[src/core/sss_pkg.sv]
package sss_pkg;
  // ---------------------------------------------------------------
  // channel numbers and timing
  // ---------------------------------------------------------------
  localparam logic [7:0] CH_DIGITAL   = 8'hC1;  // 193
  localparam logic [7:0] CH_FIRST_TIMER    = 8'hC8;  // 200
  localparam logic [7:0] CH_SECOND_TIMER    = 8'hC9;  // 201
  localparam logic [7:0] CH_FIRST_COUNTER  = 8'hD2;  // 210
  localparam logic [7:0] CH_SECOND_COUNTER  = 8'hD3;  // 211
  localparam logic [7:0] CH_CAPTURE   = 8'hE0;  // 224
  localparam int unsigned CLK_HZ      = 50000000;
  localparam int unsigned RATE_R0     = 2500;
  localparam int unsigned RATE_R1     = 10000;
  localparam int unsigned RATE_R2     = 20000;
  localparam int unsigned RATE_R3     = 50000;
  // interchannel delay in ns, derived cycle counts (longest time, round down)
  localparam int unsigned ICD_R0_NS   = 320000;
  localparam int unsigned ICD_R1_NS   = 82000;
  localparam int unsigned ICD_R2_NS   = 42000;
  localparam int unsigned ICD_R3_NS   = 12500;
  localparam int unsigned NS_PER_CLK  = 1000000000 / CLK_HZ;
  localparam int unsigned ICD_R0_CYC  = ICD_R0_NS / NS_PER_CLK;
  localparam int unsigned ICD_R1_CYC  = ICD_R1_NS / NS_PER_CLK;
  localparam int unsigned ICD_R2_CYC  = ICD_R2_NS / NS_PER_CLK;
  localparam int unsigned ICD_R3_CYC  = ICD_R3_NS / NS_PER_CLK;
  localparam int unsigned SETTLE_CYC  = 64;
  localparam int unsigned FAST_CYC    = 4;
  localparam int unsigned SLOW_CYC    = 16;
  localparam int unsigned TIMER_MODE_SYS_HI = 11;
  localparam int unsigned ADC_BITS    = 12;
  localparam int unsigned FIFO_DEPTH  = 16;
  localparam int unsigned PKT_SAMPLES = 4;
  localparam int unsigned LIST_MAX    = 16;

  typedef struct packed {
    logic [15:0] word;
    logic [7:0]  chan;
  } sss_sample_s;

  typedef struct packed {
    logic [15:0] seq;
    logic [15:0] dropped;
    logic [15:0] checksum;
  } sss_pkt_info_s;
endpackage : sss_pkg

[src/core/sss_fifo.sv]
`timescale 1ns/10ps
module sss_fifo #(
  parameter int unsigned WIDTH = 24,
  parameter int unsigned DEPTH = 16
) (
  // clock and reset
  input  wire logic             core_clk,
  input  wire logic             srst,
  // fill side
  input  wire logic             in_valid,
  output logic                  in_ready,
  input  wire logic [WIDTH-1:0] in_data,
  // drain side
  output logic                  out_valid,
  input  wire logic             out_ready,
  output logic [WIDTH-1:0]      out_data
);
  localparam int unsigned AW = $clog2(DEPTH);
  initial if (DEPTH < 2 || (1 << AW) != DEPTH) $error("depth must be a power of two");
  logic [WIDTH-1:0] mem_q [DEPTH];
  logic [AW:0]      wr_q;
  logic [AW:0]      rd_q;
  logic             push;
  logic             pop;
  assign in_ready  = (wr_q - rd_q) != (AW+1)'(DEPTH);
  assign out_valid = wr_q != rd_q;
  assign out_data  = mem_q[rd_q[AW-1:0]];
  assign push      = in_valid && in_ready;
  assign pop       = out_valid && out_ready;
  always_ff @(posedge core_clk) begin
    if (push) begin
      mem_q[wr_q[AW-1:0]] <= in_data;
    end
  end
  always_ff @(posedge core_clk) begin
    if (srst) begin
      wr_q <= '0;
      rd_q <= '0;
    end else begin
      if (push) begin
        wr_q <= wr_q + 1'b1;
      end
      if (pop) begin
        rd_q <= rd_q + 1'b1;
      end
    end
  end
endmodule : sss_fifo

[src/core/sss_sequencer.sv]
`timescale 1ns/10ps
module sss_sequencer #(
  parameter int unsigned LIST_LEN_MAX = sss_pkg::LIST_MAX,
  parameter int unsigned FIFO_WORDS   = sss_pkg::FIFO_DEPTH,
  parameter int unsigned PKT_LEN      = sss_pkg::PKT_SAMPLES
) (
  // clock and reset
  input  wire logic                 core_clk,
  input  wire logic                 srst,
  // command / response
  input  wire logic                 cmd_valid,
  input  wire logic                 cmd_stream_start,
  input  wire logic                 cmd_stream_stop,
  output logic                      rsp_valid,
  output logic [15:0]               rsp_adc_word,
  output logic [15:0]               rsp_digital_word,
  // stream configuration
  input  wire logic [1:0]           resolution_index,
  input  wire logic [31:0]          scan_period_cycles,
  input  wire logic [4:0]           list_len,
  input  wire logic [7:0]           list_chan [LIST_LEN_MAX],
  input  wire logic                 fast_conversion_option,
  input  wire logic                 extended_settling_option,
  input  wire logic [3:0]           first_timer_mode,
  input  wire logic [3:0]           second_timer_mode,
  // live inputs
  input  wire logic [7:0]           flexible_io_lines,
  input  wire logic [7:0]           extended_io_lines,
  input  wire logic [31:0]          first_timer,
  input  wire logic [31:0]          second_timer,
  input  wire logic [31:0]          first_counter,
  input  wire logic [31:0]          second_counter,
  input  wire logic [11:0]          adc_result,
  // stream output
  output logic                      smp_valid,
  input  wire logic                 smp_ready,
  output sss_pkg::sss_sample_s      smp_data,
  output logic                      pkt_end,
  output sss_pkg::sss_pkt_info_s    pkt_info,
  // status
  output logic                      streaming,
  output logic                      config_error,
  output logic                      overflow_active
);

  initial if (LIST_LEN_MAX > 31 || PKT_LEN < 1 || FIFO_WORDS < 2) $error("bad parameters");

  // ---------------------------------------------------------------
  // helpers
  // ---------------------------------------------------------------
  function automatic logic [31:0] icd_cycles(input logic [1:0] r);
    unique case (r)
      2'h0: icd_cycles = 32'(sss_pkg::ICD_R0_CYC);
      2'h1: icd_cycles = 32'(sss_pkg::ICD_R1_CYC);
      2'h2: icd_cycles = 32'(sss_pkg::ICD_R2_CYC);
      2'h3: icd_cycles = 32'(sss_pkg::ICD_R3_CYC);
    endcase
  endfunction : icd_cycles

  function automatic logic [31:0] max_rate(input logic [1:0] r);
    unique case (r)
      2'h0: max_rate = 32'(sss_pkg::RATE_R0);
      2'h1: max_rate = 32'(sss_pkg::RATE_R1);
      2'h2: max_rate = 32'(sss_pkg::RATE_R2);
      2'h3: max_rate = 32'(sss_pkg::RATE_R3);
    endcase
  endfunction : max_rate

  function automatic logic is_lower_word(input logic [7:0] c);
    is_lower_word = (c == sss_pkg::CH_FIRST_TIMER) || (c == sss_pkg::CH_SECOND_TIMER) ||
                    (c == sss_pkg::CH_FIRST_COUNTER) || (c == sss_pkg::CH_SECOND_COUNTER);
  endfunction : is_lower_word

  // ---------------------------------------------------------------
  // single command/response exchange
  // ---------------------------------------------------------------
  always_ff @(posedge core_clk) begin
    if (srst) begin
      rsp_valid        <= 1'b0;
      rsp_adc_word     <= '0;
      rsp_digital_word <= '0;
    end else begin
      // only a command ever yields a response, one per cycle of cmd_valid, none while streaming
      rsp_valid <= cmd_valid && !streaming;
      if (cmd_valid && !streaming) begin
        rsp_adc_word     <= {4'h0, adc_result};
        rsp_digital_word <= {extended_io_lines, flexible_io_lines};
      end
    end
  end

  // ---------------------------------------------------------------
  // scan timing
  // ---------------------------------------------------------------
  // scan period must not beat max rate / list length; 50 MHz / rate * len
  logic [31:0] min_period;
  logic        start_ok;
  logic [31:0] scan_cnt_q;
  logic [31:0] gap_cnt_q;
  logic [4:0]  idx_q;
  logic        in_scan_q;
  logic        sample_now;
  logic [31:0] conv_cycles;
  logic        sys_hi_used;

  assign min_period = 32'(sss_pkg::CLK_HZ) / max_rate(resolution_index) * 32'(list_len);
  // extended settling and fast conversion stretch or shrink the first slot of each scan
  assign conv_cycles = (fast_conversion_option ? 32'(sss_pkg::FAST_CYC)
                        : 32'(sss_pkg::SLOW_CYC)) +
                       (extended_settling_option ? 32'(sss_pkg::SETTLE_CYC) : 32'h0);
  always_comb begin
    sys_hi_used = 1'b0;
    for (int i = 0; i < LIST_LEN_MAX; i++) begin
      if (5'(i) < list_len) begin
        if ((list_chan[i] == sss_pkg::CH_FIRST_TIMER &&
             first_timer_mode == 4'(sss_pkg::TIMER_MODE_SYS_HI)) ||
            (list_chan[i] == sss_pkg::CH_SECOND_TIMER &&
             second_timer_mode == 4'(sss_pkg::TIMER_MODE_SYS_HI))) begin
          sys_hi_used = 1'b1;
        end
      end
    end
  end
  assign start_ok = (list_len != 5'h0) && (5'(LIST_LEN_MAX) >= list_len) &&
                    (scan_period_cycles >= min_period) && !sys_hi_used;

  always_ff @(posedge core_clk) begin
    if (srst) begin
      streaming    <= 1'b0;
      config_error <= 1'b0;
    end else if (cmd_stream_start && !streaming) begin
      streaming    <= start_ok;
      config_error <= !start_ok;
    end else if (cmd_stream_stop) begin
      streaming    <= 1'b0;
    end
  end

  assign sample_now = streaming && in_scan_q && gap_cnt_q == 32'h0;

  always_ff @(posedge core_clk) begin
    if (srst || !streaming) begin
      scan_cnt_q <= '0;
      gap_cnt_q  <= '0;
      idx_q      <= '0;
      in_scan_q  <= 1'b0;
    end else begin
      // scan starts are spaced by the period, not by scan length
      scan_cnt_q <= (scan_cnt_q + 32'h1 >= scan_period_cycles) ? 32'h0 : scan_cnt_q + 32'h1;
      if (scan_cnt_q == 32'h0) begin
        in_scan_q <= 1'b1;
        idx_q     <= '0;
        gap_cnt_q <= conv_cycles;
      end else if (gap_cnt_q != 32'h0) begin
        gap_cnt_q <= gap_cnt_q - 32'h1;
      end else if (in_scan_q) begin
        // special channels use the same slot as analog ones
        if (idx_q + 5'h1 >= list_len) begin
          in_scan_q <= 1'b0;
        end else begin
          idx_q     <= idx_q + 5'h1;
          gap_cnt_q <= icd_cycles(resolution_index) - 32'h1;
        end
      end
    end
  end

  // ---------------------------------------------------------------
  // channel value and upper word capture
  // ---------------------------------------------------------------
  logic [7:0]  cur_chan;
  logic [15:0] cur_word;
  logic [15:0] upper_word_capture_q;
  assign cur_chan = list_chan[idx_q[$clog2(LIST_LEN_MAX)-1:0]];

  always_comb begin
    unique case (cur_chan)
      // unconfigured lines still read, value just meaningless
      sss_pkg::CH_DIGITAL:  cur_word = {extended_io_lines, flexible_io_lines};
      sss_pkg::CH_FIRST_TIMER:   cur_word = first_timer[15:0];
      sss_pkg::CH_SECOND_TIMER:   cur_word = second_timer[15:0];
      sss_pkg::CH_FIRST_COUNTER: cur_word = first_counter[15:0];
      sss_pkg::CH_SECOND_COUNTER: cur_word = second_counter[15:0];
      sss_pkg::CH_CAPTURE:  cur_word = upper_word_capture_q;
      default:              cur_word = {4'h0, adc_result};
    endcase
  end

  // upper and lower words come from one snapshot; a period-mode timer may
  // still roll between hardware updates and read low by 65536
  always_ff @(posedge core_clk) begin
    if (srst) begin
      upper_word_capture_q <= '0;
    end else if (sample_now && is_lower_word(cur_chan)) begin
      unique case (cur_chan)
        sss_pkg::CH_FIRST_TIMER:   upper_word_capture_q <= first_timer[31:16];
        sss_pkg::CH_SECOND_TIMER:   upper_word_capture_q <= second_timer[31:16];
        sss_pkg::CH_FIRST_COUNTER: upper_word_capture_q <= first_counter[31:16];
        default:              upper_word_capture_q <= second_counter[31:16];
      endcase
    end // else holds until overwritten
  end

  // ---------------------------------------------------------------
  // buffering with auto-recovery
  // ---------------------------------------------------------------
  logic                  fifo_in_ready;
  logic                  fifo_out_valid;
  sss_pkg::sss_sample_s  fifo_out_data;
  logic                  fifo_push;
  logic [15:0]           pkt_cnt_q;
  logic [15:0]           dropped_q;
  logic [15:0]           seq_q;
  logic [15:0]           sum_q;
  logic [15:0]           drop_smp_q;

  assign fifo_push = sample_now && !overflow_active;

  sss_fifo #(
    .WIDTH ($bits(sss_pkg::sss_sample_s)),
    .DEPTH (FIFO_WORDS)
  ) u_fifo (
    .core_clk  (core_clk),
    .srst      (srst),
    .in_valid  (fifo_push),
    .in_ready  (fifo_in_ready),
    .in_data   ({cur_word, cur_chan}),
    .out_valid (fifo_out_valid),
    .out_ready (smp_ready || !smp_valid),
    .out_data  (fifo_out_data)
  );

  always_ff @(posedge core_clk) begin
    if (srst) begin
      overflow_active <= 1'b0;
      drop_smp_q      <= '0;
      dropped_q       <= '0;
    end else begin
      if (sample_now && !overflow_active && !fifo_in_ready) begin
        overflow_active <= 1'b1;
      end else if (overflow_active && !fifo_out_valid) begin
        overflow_active <= 1'b0;
      end
      if (sample_now && (overflow_active || !fifo_in_ready)) begin
        // a packet's worth of dropped samples counts as one packet
        if (drop_smp_q + 16'h1 >= 16'(PKT_LEN)) begin
          drop_smp_q <= '0;
          dropped_q  <= dropped_q + 16'h1;
        end else begin
          drop_smp_q <= drop_smp_q + 16'h1;
        end
      end
    end
  end

  // output register with packet framing
  always_ff @(posedge core_clk) begin
    if (srst) begin
      smp_valid <= 1'b0;
      smp_data  <= '0;
      pkt_end   <= 1'b0;
      pkt_info  <= '0;
      pkt_cnt_q <= '0;
      seq_q     <= '0;
      sum_q     <= '0;
    end else if (smp_ready || !smp_valid) begin
      smp_valid <= fifo_out_valid;
      smp_data  <= fifo_out_data;
      pkt_end   <= 1'b0;
      if (fifo_out_valid) begin
        if (pkt_cnt_q + 16'h1 >= 16'(PKT_LEN)) begin
          pkt_cnt_q <= '0;
          pkt_end   <= 1'b1;
          sum_q     <= '0;
          seq_q     <= seq_q + 16'h1;
          pkt_info  <= '{seq: seq_q, dropped: dropped_q,
                         checksum: sum_q + fifo_out_data.word};
        end else begin
          pkt_cnt_q <= pkt_cnt_q + 16'h1;
          sum_q     <= sum_q + fifo_out_data.word;
        end
      end
    end
  end
endmodule : sss_sequencer

[config.mk]
export PLATFORM = sky130hd
export DESIGN_NAME = sss_sequencer
export DESIGN_NICKNAME = d
export VERILOG_FILES = /design/src/core/sss_pkg.sv /design/src/core/sss_fifo.sv /design/src/core/sss_sequencer.sv
export SDC_FILE = /design/constraint.sdc
export NUM_CORES = 1
export LEC_CHECK = 0
export BUFFER_PORTS_ARGS = -buffer_cell sky130_fd_sc_hd__buf_2
export CORE_MARGIN = 1
export CORE_UTILIZATION = 45
export CTS_CLUSTER_SIZE = 30
export DETAILED_ROUTE_END_ITERATION = 10
export GPL_TIMING_DRIVEN = 0
export PLACE_DENSITY = 0.63
export RECOVER_POWER = 25
export SYNTH_ARGS = -nofsm -noshare
export SYNTH_HDL_FRONTEND = slang
export SYNTH_SLANG_ARGS = --single-unit
[constraint.sdc]
create_clock -name core_clk -period 41.4 [get_ports core_clk]
set_input_delay 2.07 -clock core_clk [delete_from_list [all_inputs] [get_ports core_clk]]
set_output_delay 2.07 -clock core_clk [all_outputs]
set_load 0.02 [all_outputs]
### Word level (Yosys, flattened, before mapping)

Memories as Yosys holds them, arrays and structs flattened. A register that Yosys moved wholly into a read port is not among the register bits.
Index checks and enable logic that the tools add are counted.

| word-level totals | value |
|---|---|
| bits in writable memories | 384 |
| input bits | 339 |
| memories | 1 |
| register bits after elaboration | 282 |
| logic and storage cells | 271 |
| output and inout port bits | 110 |

Memory list:

| memory | words | width | rd ports | clocked after memory_dff | wr ports | line | text |
|---|---|---|---|---|---|---|---|
| u_fifo.mem_q | 16 | 24 | 1 | 1 | 1 | sss_fifo.sv:20 | `logic [WIDTH-1:0] mem_q [DEPTH];` |

| operators by class | value |
|---|---|
| bitwise gates (word level) | 3 |
| add/sub/neg operators | 13 |
| muxes and demuxes | 67 |
| magnitude comparators | 23 |
| reductions and logical operators | 90 |
| div/mod/pow operators | 1 |
| multiply operators | 1 |
| equality and inequality tests | 47 |

Operator list:

| operator | count |
|---|---|
| $eq A8 B8 Y1 const B | 38 |
| $mux W32 | 9 |
| $pmux W32 S4 | 2 |
| $pmux W16 S6 | 1 |
| $add A16 B1 Y16 const B | 4 |
| $ge A32 B32 Y1 | 2 |
| $logic_not A32 Y1 | 2 |
| $sub A32 B1 Y32 const B | 2 |
| $mux W16 | 3 |
| $pmux W16 S3 | 1 |
| $logic_and A1 B1 Y1 | 46 |
| $mux W1 | 44 |
| $lt A4 B5 Y1 const A | 8 |
| $add A32 B1 Y32 const B | 1 |
| $bmux W8 S4 | 1 |
| $div A26 B32 Y32 const A | 1 |
| $ge A16 B3 Y1 const B | 2 |
| $mul A32 B5 Y32 | 1 |
| $reduce_bool A32 Y1 | 1 |
| $logic_or A1 B1 Y1 | 22 |
| $lt A3 B5 Y1 const A | 4 |
| $add A16 B16 Y16 | 1 |
| $mux W8 | 2 |
| $add A5 B1 Y5 const B | 3 |
| other kinds (27) | 44 |

### Longest topological paths before layout

Gate-level depths: netlist of run 1.

| logic depth | value |
|---|---|
| depth after elaboration | 38 |
| depth in mapped cells | 118 |
| depth with buffers taken out | 111 |

### Modules after synthesis

From an unflattened synthesis of run 1, not the netlist that was laid out.

| second synthesis, totals | value |
|---|---|
| cells, all modules | 3,643 |
| area total of the unflattened synthesis | 38,988.6 µm² |

Modules (own cells, without submodules):

| module | times used | area each (µm²) | cells each |
|---|---|---|---|
| sss_sequencer | 1 | 23,736.5 | 3,007 |
| sss_fifo | 1 | 15,252.1 | 636 |

### Worst setup path after synthesis of run 1

OpenSTA, ideal clock, no wires.

| path | value |
|---|---|
| path type | input-to-reg |
| from | input resolution_index[1] |
| to | register streaming |
| path slack | 18.940 ns |
| stages on the path | 110 |
| buffers on the path | 6 |
| setup time | 0.128 ns |
| data arrival time | 22.332 ns |
| cells stage by stage | inv_1 ha_1 clkbuf_1 inv_1 ha_1 or2_0 clkbuf_1 ha_1 nor3b_4 o311ai_1 a21oi_1 ha_1 nand3b_1 o21ai_1 nand2_1 a31oi_1 ha_1 a22o_1 [... 74 more ...] a21oi_1 o21ai_0 a21oi_1 o21ai_0 a21oi_1 o21ai_0 a21oi_1 o21bai_1 a21oi_1 xnor2_1 ha_1 nor2b_1 o21ai_0 nand2b_1 a221oi_1 nor3_1 a21oi_1 nor2_1 |

| on the way | value |
|---|---|
| longest elaborated chain between the ends | 8 |

RTL lines:

| what | line | text |
|---|---|---|
| start, declared | sss_sequencer.sv:18 | `input wire logic [1:0] resolution_index,` |
| $eq A2 B2 Y1 (tied with other cells) | sss_sequencer.sv:61 | `unique case (r)` |
| $pmux W32 S4 (*) | sss_sequencer.sv:61 |  |
| $div A26 B32 Y32 (*) | sss_sequencer.sv:106 | `assign min_period = 32'(sss_pkg::CLK_HZ) / max_rate(resolution_index) * 32'(list_len);` |
| $mul A32 B5 Y32 (*) | sss_sequencer.sv:106 |  |
| $ge A32 B32 Y1 (*) | sss_sequencer.sv:125 | `(scan_period_cycles >= min_period) && !sys_hi_used;` |
| $logic_and A1 B1 Y1 (*) | sss_sequencer.sv:124 | `assign start_ok = (list_len != 5'h0) && (5'(LIST_LEN_MAX) >= list_len) &&` |
| $logic_and A1 B1 Y1 (*) | sss_sequencer.sv:125 |  |
| $mux W1 (*) | sss_sequencer.sv:131 | `end else if (cmd_stream_start && !streaming) begin` |
| end signal, assigned | sss_sequencer.sv:132 | `streaming <= start_ok;` |
| end, declared | sss_sequencer.sv:41 | `output logic streaming,` |

Every way passes the cells marked *; elsewhere a longest branch is shown, timed or not. The select of a mux whose other input is x is not followed.
A chain may end at the register's enable or synchronous reset.

### Final worst setup path of run 1

Ends and elaborated chain as after synthesis.

==> flow_summary.ini, run 1 <==
[sta]
final.setup.tns_ps = 0
setup_viol = 0
worst_pin_slew_ps = 1380
max_slew_margin_pct = 6.93
hold_viol_final = 0
min_period_ps = 28370
finalMaxSlewViolations = 0
period_share_pct = 68.5
rsz0062_at_grt = false
clock_skew_ps = 29.2
fmax_ghz = 0.0352
holdWs_ps = 439

[power_and_ir_drop]
ir_drop_uv = 30.1
power_density_nw_per_um2 = 39.8
leakagePower_uw = 0.0173

[worst_hold_path]
hold_class = reg -> reg
whs_path_depth = 2
hold_end = gap_cnt_q[31]$_SDFFE_PP0P_
min_from = gap_cnt_q[31]$_SDFFE_PP0P_

[critical_path]
r2r_end = sum_q[15]$_SDFFE_PP0P_
crit_path_top_delay_cell = a221oi_1
regToRegSetupSlack_ps = 34820
critPathRequiredTime_ps = 41870
worstSetupEndpointType = register
cp_common_cell = a21oi_1
worstPathMaxFanout = 10
crit_family = compound AO/OA/AOI/OAI gates
arrival_ps = 28840
critPathMaxStageDelay_ps = 1100
crit_buf_inv = 10
criticalPathCategory = in -> reg
cp-start-kind = primary input
r2r_cells = 23

[global_routing]
grt_max_degree = 26
antenna_found_initial = 23
grt_pass1_vias = 31400
grt_pass1_wl_um = 195000
grt.total_usage_pct = 29.3
overflow = 0

[die]
die_x_um = 297
fp.coreArea_um2 = 85800
fp.dieH_um = 297
ios = 449
initial_core_util_pct = 45.7
rows = 107
die-area_um2 = 88400

[synthesis]
ys.flop_type = edfxtp_1
syn_area_um2 = 39200
synth_cells = 3669
ys_async_sr_fraction_pct = 0
post-synth-top-area-fraction_pct = 29.4
seq_area_frac_synth_pct = 44.0
synth_cell_type_count = 129
ys_top_cells_by_area = edfxtp_1 29%, dfxtp_1 15%, mux4_2 9.2%
yosysWarnings = 0
synth-seq-cells = 670
syn_avg_cell_area_um2 = 10.7
synth-edff-count = 384
yosys.area.top_type = edfxtp_1

[detailed_routing]
ant_nets = 0
vias = 31900
wirelength_um = 132000
drt_first_iter_violations = 2951
wl_per_cell_um = 24.2
vias_per_cell = 5.87
first_pass_iters = 8
post-route-drc-count = 0

[placed_design]
place.gp.congestion = 0.967
port_buffers = 440
place_hpwl_um = 103000

[clocking]
cts_max_path_buffers = 3
clockRootBuffer = clkbuf_16
cts.sinks = 670
clk_pin_slew_ps = 60
ctsHoldBuffers = 0
cts_tree = built
cts_resized = 0
cts_inserted_buffers = 69
clk_latency_ps = 610
postCtsSetupRepairBufs = 0
cts_max_level = 3

[final_layout]
final-seq-area_um2 = 17300
nFillCells = 7727
multi_input_area_um2 = 20600
final_layout_size_suffix_gt1_share_pct = 17.9
nets = 4830
syn_to_final_growth_pct = 16.3

[status]
status = complete, no violations

[flow_run]
cap_violations = 0
[cells in the mapped netlist, types with 84 or more instances]
cell type    n
nand2_1    449
edfxtp_1   384
nor2_1     287
dfxtp_1    286
a21oi_1    258
inv_1      206
ha_1       178
mux4_2     160
clkbuf_1   131
nand3_1     97
xnor2_1     87
fa_1        84
[flip-flops by register name, indices dropped and copies added (netlist names), 24 cells and up, named ones only]
register	flops
u_fifo.mem_q	384
pkt_info	48
gap_cnt_q	32
scan_cnt_q	32
smp_data	24
[how the worst max path moves through the flow]
stage / startpoint / to / depth (start not counted)
floorplan: resolution_index[1] / streaming$_SDFFE_PP0P_ / 110
global route: resolution_index[1] / streaming$_SDFFE_PP0P_ / 113
CTS: resolution_index[1] / streaming$_SDFFE_PP0P_ / 109
finish: resolution_index[1] / streaming$_SDFFE_PP0P_ / 109
detailed placement: resolution_index[1] / streaming$_SDFFE_PP0P_ / 109
global placement: resolution_index[1] / streaming$_SDFFE_PP0P_ / 109
[metrics by stage]
step | setup slack [ps] | area [um^2] | utilization, % | std cells | power (uW)
2_1_floorplan | 18940 | 39300 | - | 3697 | 1070
3_3_place_gp | 12770 | 43000 | 50.1 | 5281 | 1200
3_5_place_dp | 12910 | 43500 | 50.7 | 5302 | 1210
4_1_cts | 13410 | 45700 | 53.3 | 5426 | 1820
5_1_grt | 11080 | 45600 | 53.2 | 5432 | 1900
6_report | 13030 | 45600 | 53.2 | 5439 | 1810
[placed cells by master (no fill, tap or decap), types with 68 or more instances in the layout]
cell	netlist	routed
xnor2_1	87	87
ha_1	178	178
nand3_1	97	97
inv_1	206	206
buf_2	17	350
fa_1	84	84
a21oi_1	258	258
nor2_1	287	274
mux4_2	160	160
nand2_1	449	449
dfxtp_1	286	286
o21ai_0	82	82
clkbuf_1	131	261
clkbuf_16	0	70
edfxtp_1	384	384
xor2_1	70	70
nor2b_1	68	68
[power by group]
part / internal [uW] / leakage [uW] / total [uW] / switching [uW]
clock: 358 / 0.00110 / 619 / 261
sequential: 715 / 0.00577 / 724 / 9.68
combinational: 194 / 0.0104 / 471 / 278
[cell families after synthesis]
group	after synthesis	share of synthesized area, %
xor gates and xnor gates	157	3.50
DFF	670	44.0
and+or+nand+nor	1277	15.9
AOI/OAI and AO/OA	688	12.0
buffers and inverters	406	4.10
adders and majority gates	262	9.96
muxes	207	10.5
other	2	0.0191
[routing by layer]
metal | vias to the layer above | share of wire [%] | global-route usage (%)
met2 | 1459 | 48 | 49.2
met3 | 280 | 8.6 | 5.86
li1 | 14500 | - | -
met4 | 14 | 4.3 | 12.5
met5 | - | 0.068 | 0
met1 | 15600 | 39 | 36.6
[worst reg2reg max path, delay by kind of cell, from the launching register on]
family | cells | cell delay (ps)
AO/OA/AOI/OAI | 15 | 2620
XOR/XNOR | 1 | 140
adder cells (fa/ha/maj) | 1 | 320
buffers and inverters | 3 | 1840
flip-flops | 1 | 300
multiplexers | 2 | 1180
AND/OR/NAND/NOR | 1 | 50
[area by class of cell]
type / count / area share (%)
flip-flops and latches: 670 / 37.8
multi-input cells: 2621 / 45.1
repair buffers: 461 / 5.39
inverters: 210 / 1.73
plain buffers: 196 / 1.80
clock inverters: 30 / 0.743
diodes: 13 / 0.0713
clock buffers: 94 / 4.19
well taps: 1144 / 3.14
Note: power is estimated with default switching activity, not from simulation.
==> run 2, diff against run 1 <==
PLACE_DENSITY = 0.66   (was 0.63)
clock period = 25.1 ns   (was 41.4 ns; I/O delays follow)
==> run 2 against run 1 <==
Compared with the run above:
- worst hold slack better by 3.0 ps
- highest routed layer unchanged
- critical path depth grew 3
- final cell count grew 0.35%
- largest power group unchanged
- sequential power up 64%
==> flow_summary.ini, run 2 (synthesized netlist as in run 1, its figures left out) <==
[final_layout]
largest_reg_flops = 384
final_cell_mix = 448 x nand2_1, 384 x edfxtp_1, 346 x buf_2, 286 x dfxtp_1, 272 x nor2_1
final_layout_size_suffix_gt1_share_pct = 19.4
nets = 4849
syn_to_final_growth_pct = 17.8
fin_area_um2 = 46200
final_common_cell = nand2_1

[status]
status = complete, no violations

[worst_hold_path]
hold_class = reg -> reg
min_from = gap_cnt_q[31]$_SDFFE_PP0P_

[sta]
finalMaxSlewViolations = 0
hold_viol_final = 0
min_period_ps = 23580
period_share_pct = 93.9
worst_pin_slew_ps = 1200
holdWs_ps = 442
clock_skew_ps = 49.2
setup_viol = 0
fmax_ghz = 0.0424
max_slew_margin_pct = 19.8

[detailed_routing]
first_pass_iters = 6
vias_per_cell = 5.85
wl_per_cell_um = 22.9
ant_nets = 0
wirelength_um = 125000
vias = 31900
drt_first_iter_violations = 2630
post-route-drc-count = 0

[clocking]
cts_tree = built
ctsHoldBuffers = 0
cts_max_level = 3
cts.sinks = 670
clk_pin_slew_ps = 50
cts_inserted_buffers = 72
clockRootBuffer = clkbuf_16
clk_latency_ps = 640
cts_max_path_buffers = 3

[die]
rows = 107
die-area_um2 = 88400
fp.dieH_um = 297
fp.coreArea_um2 = 85800
initial_core_util_pct = 45.7
ios = 449
die_x_um = 297

[power_and_ir_drop]
total_power_uw = 3070
ir_drop_uv = 44.5
power_density_nw_per_um2 = 66.4
leakagePower_uw = 0.0175

[global_routing]
grt_pass1_wl_um = 188000
antenna_found_initial = 20
grt_pass1_vias = 31700
grt_max_degree = 26
grt.total_usage_pct = 27.6
overflow = 0

[placed_design]
place_hpwl_um = 94700
port_buffers = 440
place.gp.congestion = 0.954
postPlaceCellArea_um2 = 43500

[critical_path]
arrival_ps = 24040
worstPathMaxFanout = 10
criticalPathCategory = in -> reg
worstSetupEndpointType = register
cp-start-kind = primary input
critPathRequiredTime_ps = 25570
regToRegSetupSlack_ps = 18410
crit_path_top_delay_cell = a221oi_4
critPathMaxStageDelay_ps = 600
cp_common_cell = a21oi_1
startpoint = resolution_index[1]

[flow_run]
cap_violations = 0
==> run 2: cell count changes in the layout (fill, tap and decap cells not counted), moves of 5 or more <==
cell	before	now
buf_4	10	28
a21oi_1	258	251
a21oi_2	1	8
o21ai_0	82	75
clkbuf_1	261	255
clkinvlp_4	1	6
o31ai_4	1	6
==> run 2: layout make-up <==
cell class	count	area (um^2)
diodes	11	27.5
repair buffers	478	2560
flip-flops and latches	670	17300
multi-input cells	2622	20900
clock inverters	34	440
plain buffers	194	825
fillers	7625	39600
well taps	1144	1430
inverters	210	792
clock buffers	95	1970
==> run 2: through the flow <==
stage | utilization (%) | std cells | setup slack, ps | TNS [ps]
3_3_place_gp | 50.1 | 5281 | -2520 | -4840
2_1_floorplan | - | 3697 | 3460 | 0
3_5_place_dp | 50.7 | 5303 | -2570 | -4970
6_report | 53.9 | 5458 | 1520 | 0
4_1_cts | 53.6 | 5434 | 67.2 | 0
5_1_grt | 53.9 | 5455 | -126 | -174
==> run 2: report_power, final <==
group	internal [uW]	switching [uW]
clock network	624	451
registers	1180	15.5
logic	334	465
==> run 2: critical path: cells and delay by family <==
family	cells	cell delay, ps
AOI/OAI and AO/OA	53	9940
buffers and inverters	9	1480
adders and majority gates	15	4980
muxes	1	390
xor gates and xnor gates	1	140
and+or+nand+nor	33	5800
==> run 2: final timing paths <==
path,endpoint,depth (start not counted)
max reg2reg,sum_q[15]$_SDFFE_PP0P_,23
min,gap_cnt_q[31]$_SDFFE_PP0P_,2
max,streaming$_SDFFE_PP0P_,112
min reg2reg,gap_cnt_q[31]$_SDFFE_PP0P_,2
==> run 2: layer usage <==
metal  vias up  share of wire (%)  global-route usage (%)
li1      14600                  -                       -
met1     15600                 39                    33.6
met2      1462                 49                    47.8
met3       286                7.8                    5.13
met4        20                4.3                    12.0
met5         -               0.10                       0
==> run 2: repair_timing <==
action | CTS | global route
endpoints found under the setup margin | 2 | 2
setup buffers | 2 | 14
gates resized for setup | 16 | 61
hold endpoints to repair | 0 | 0
gates cloned | 0 | 1
pin swaps | 2 | 18
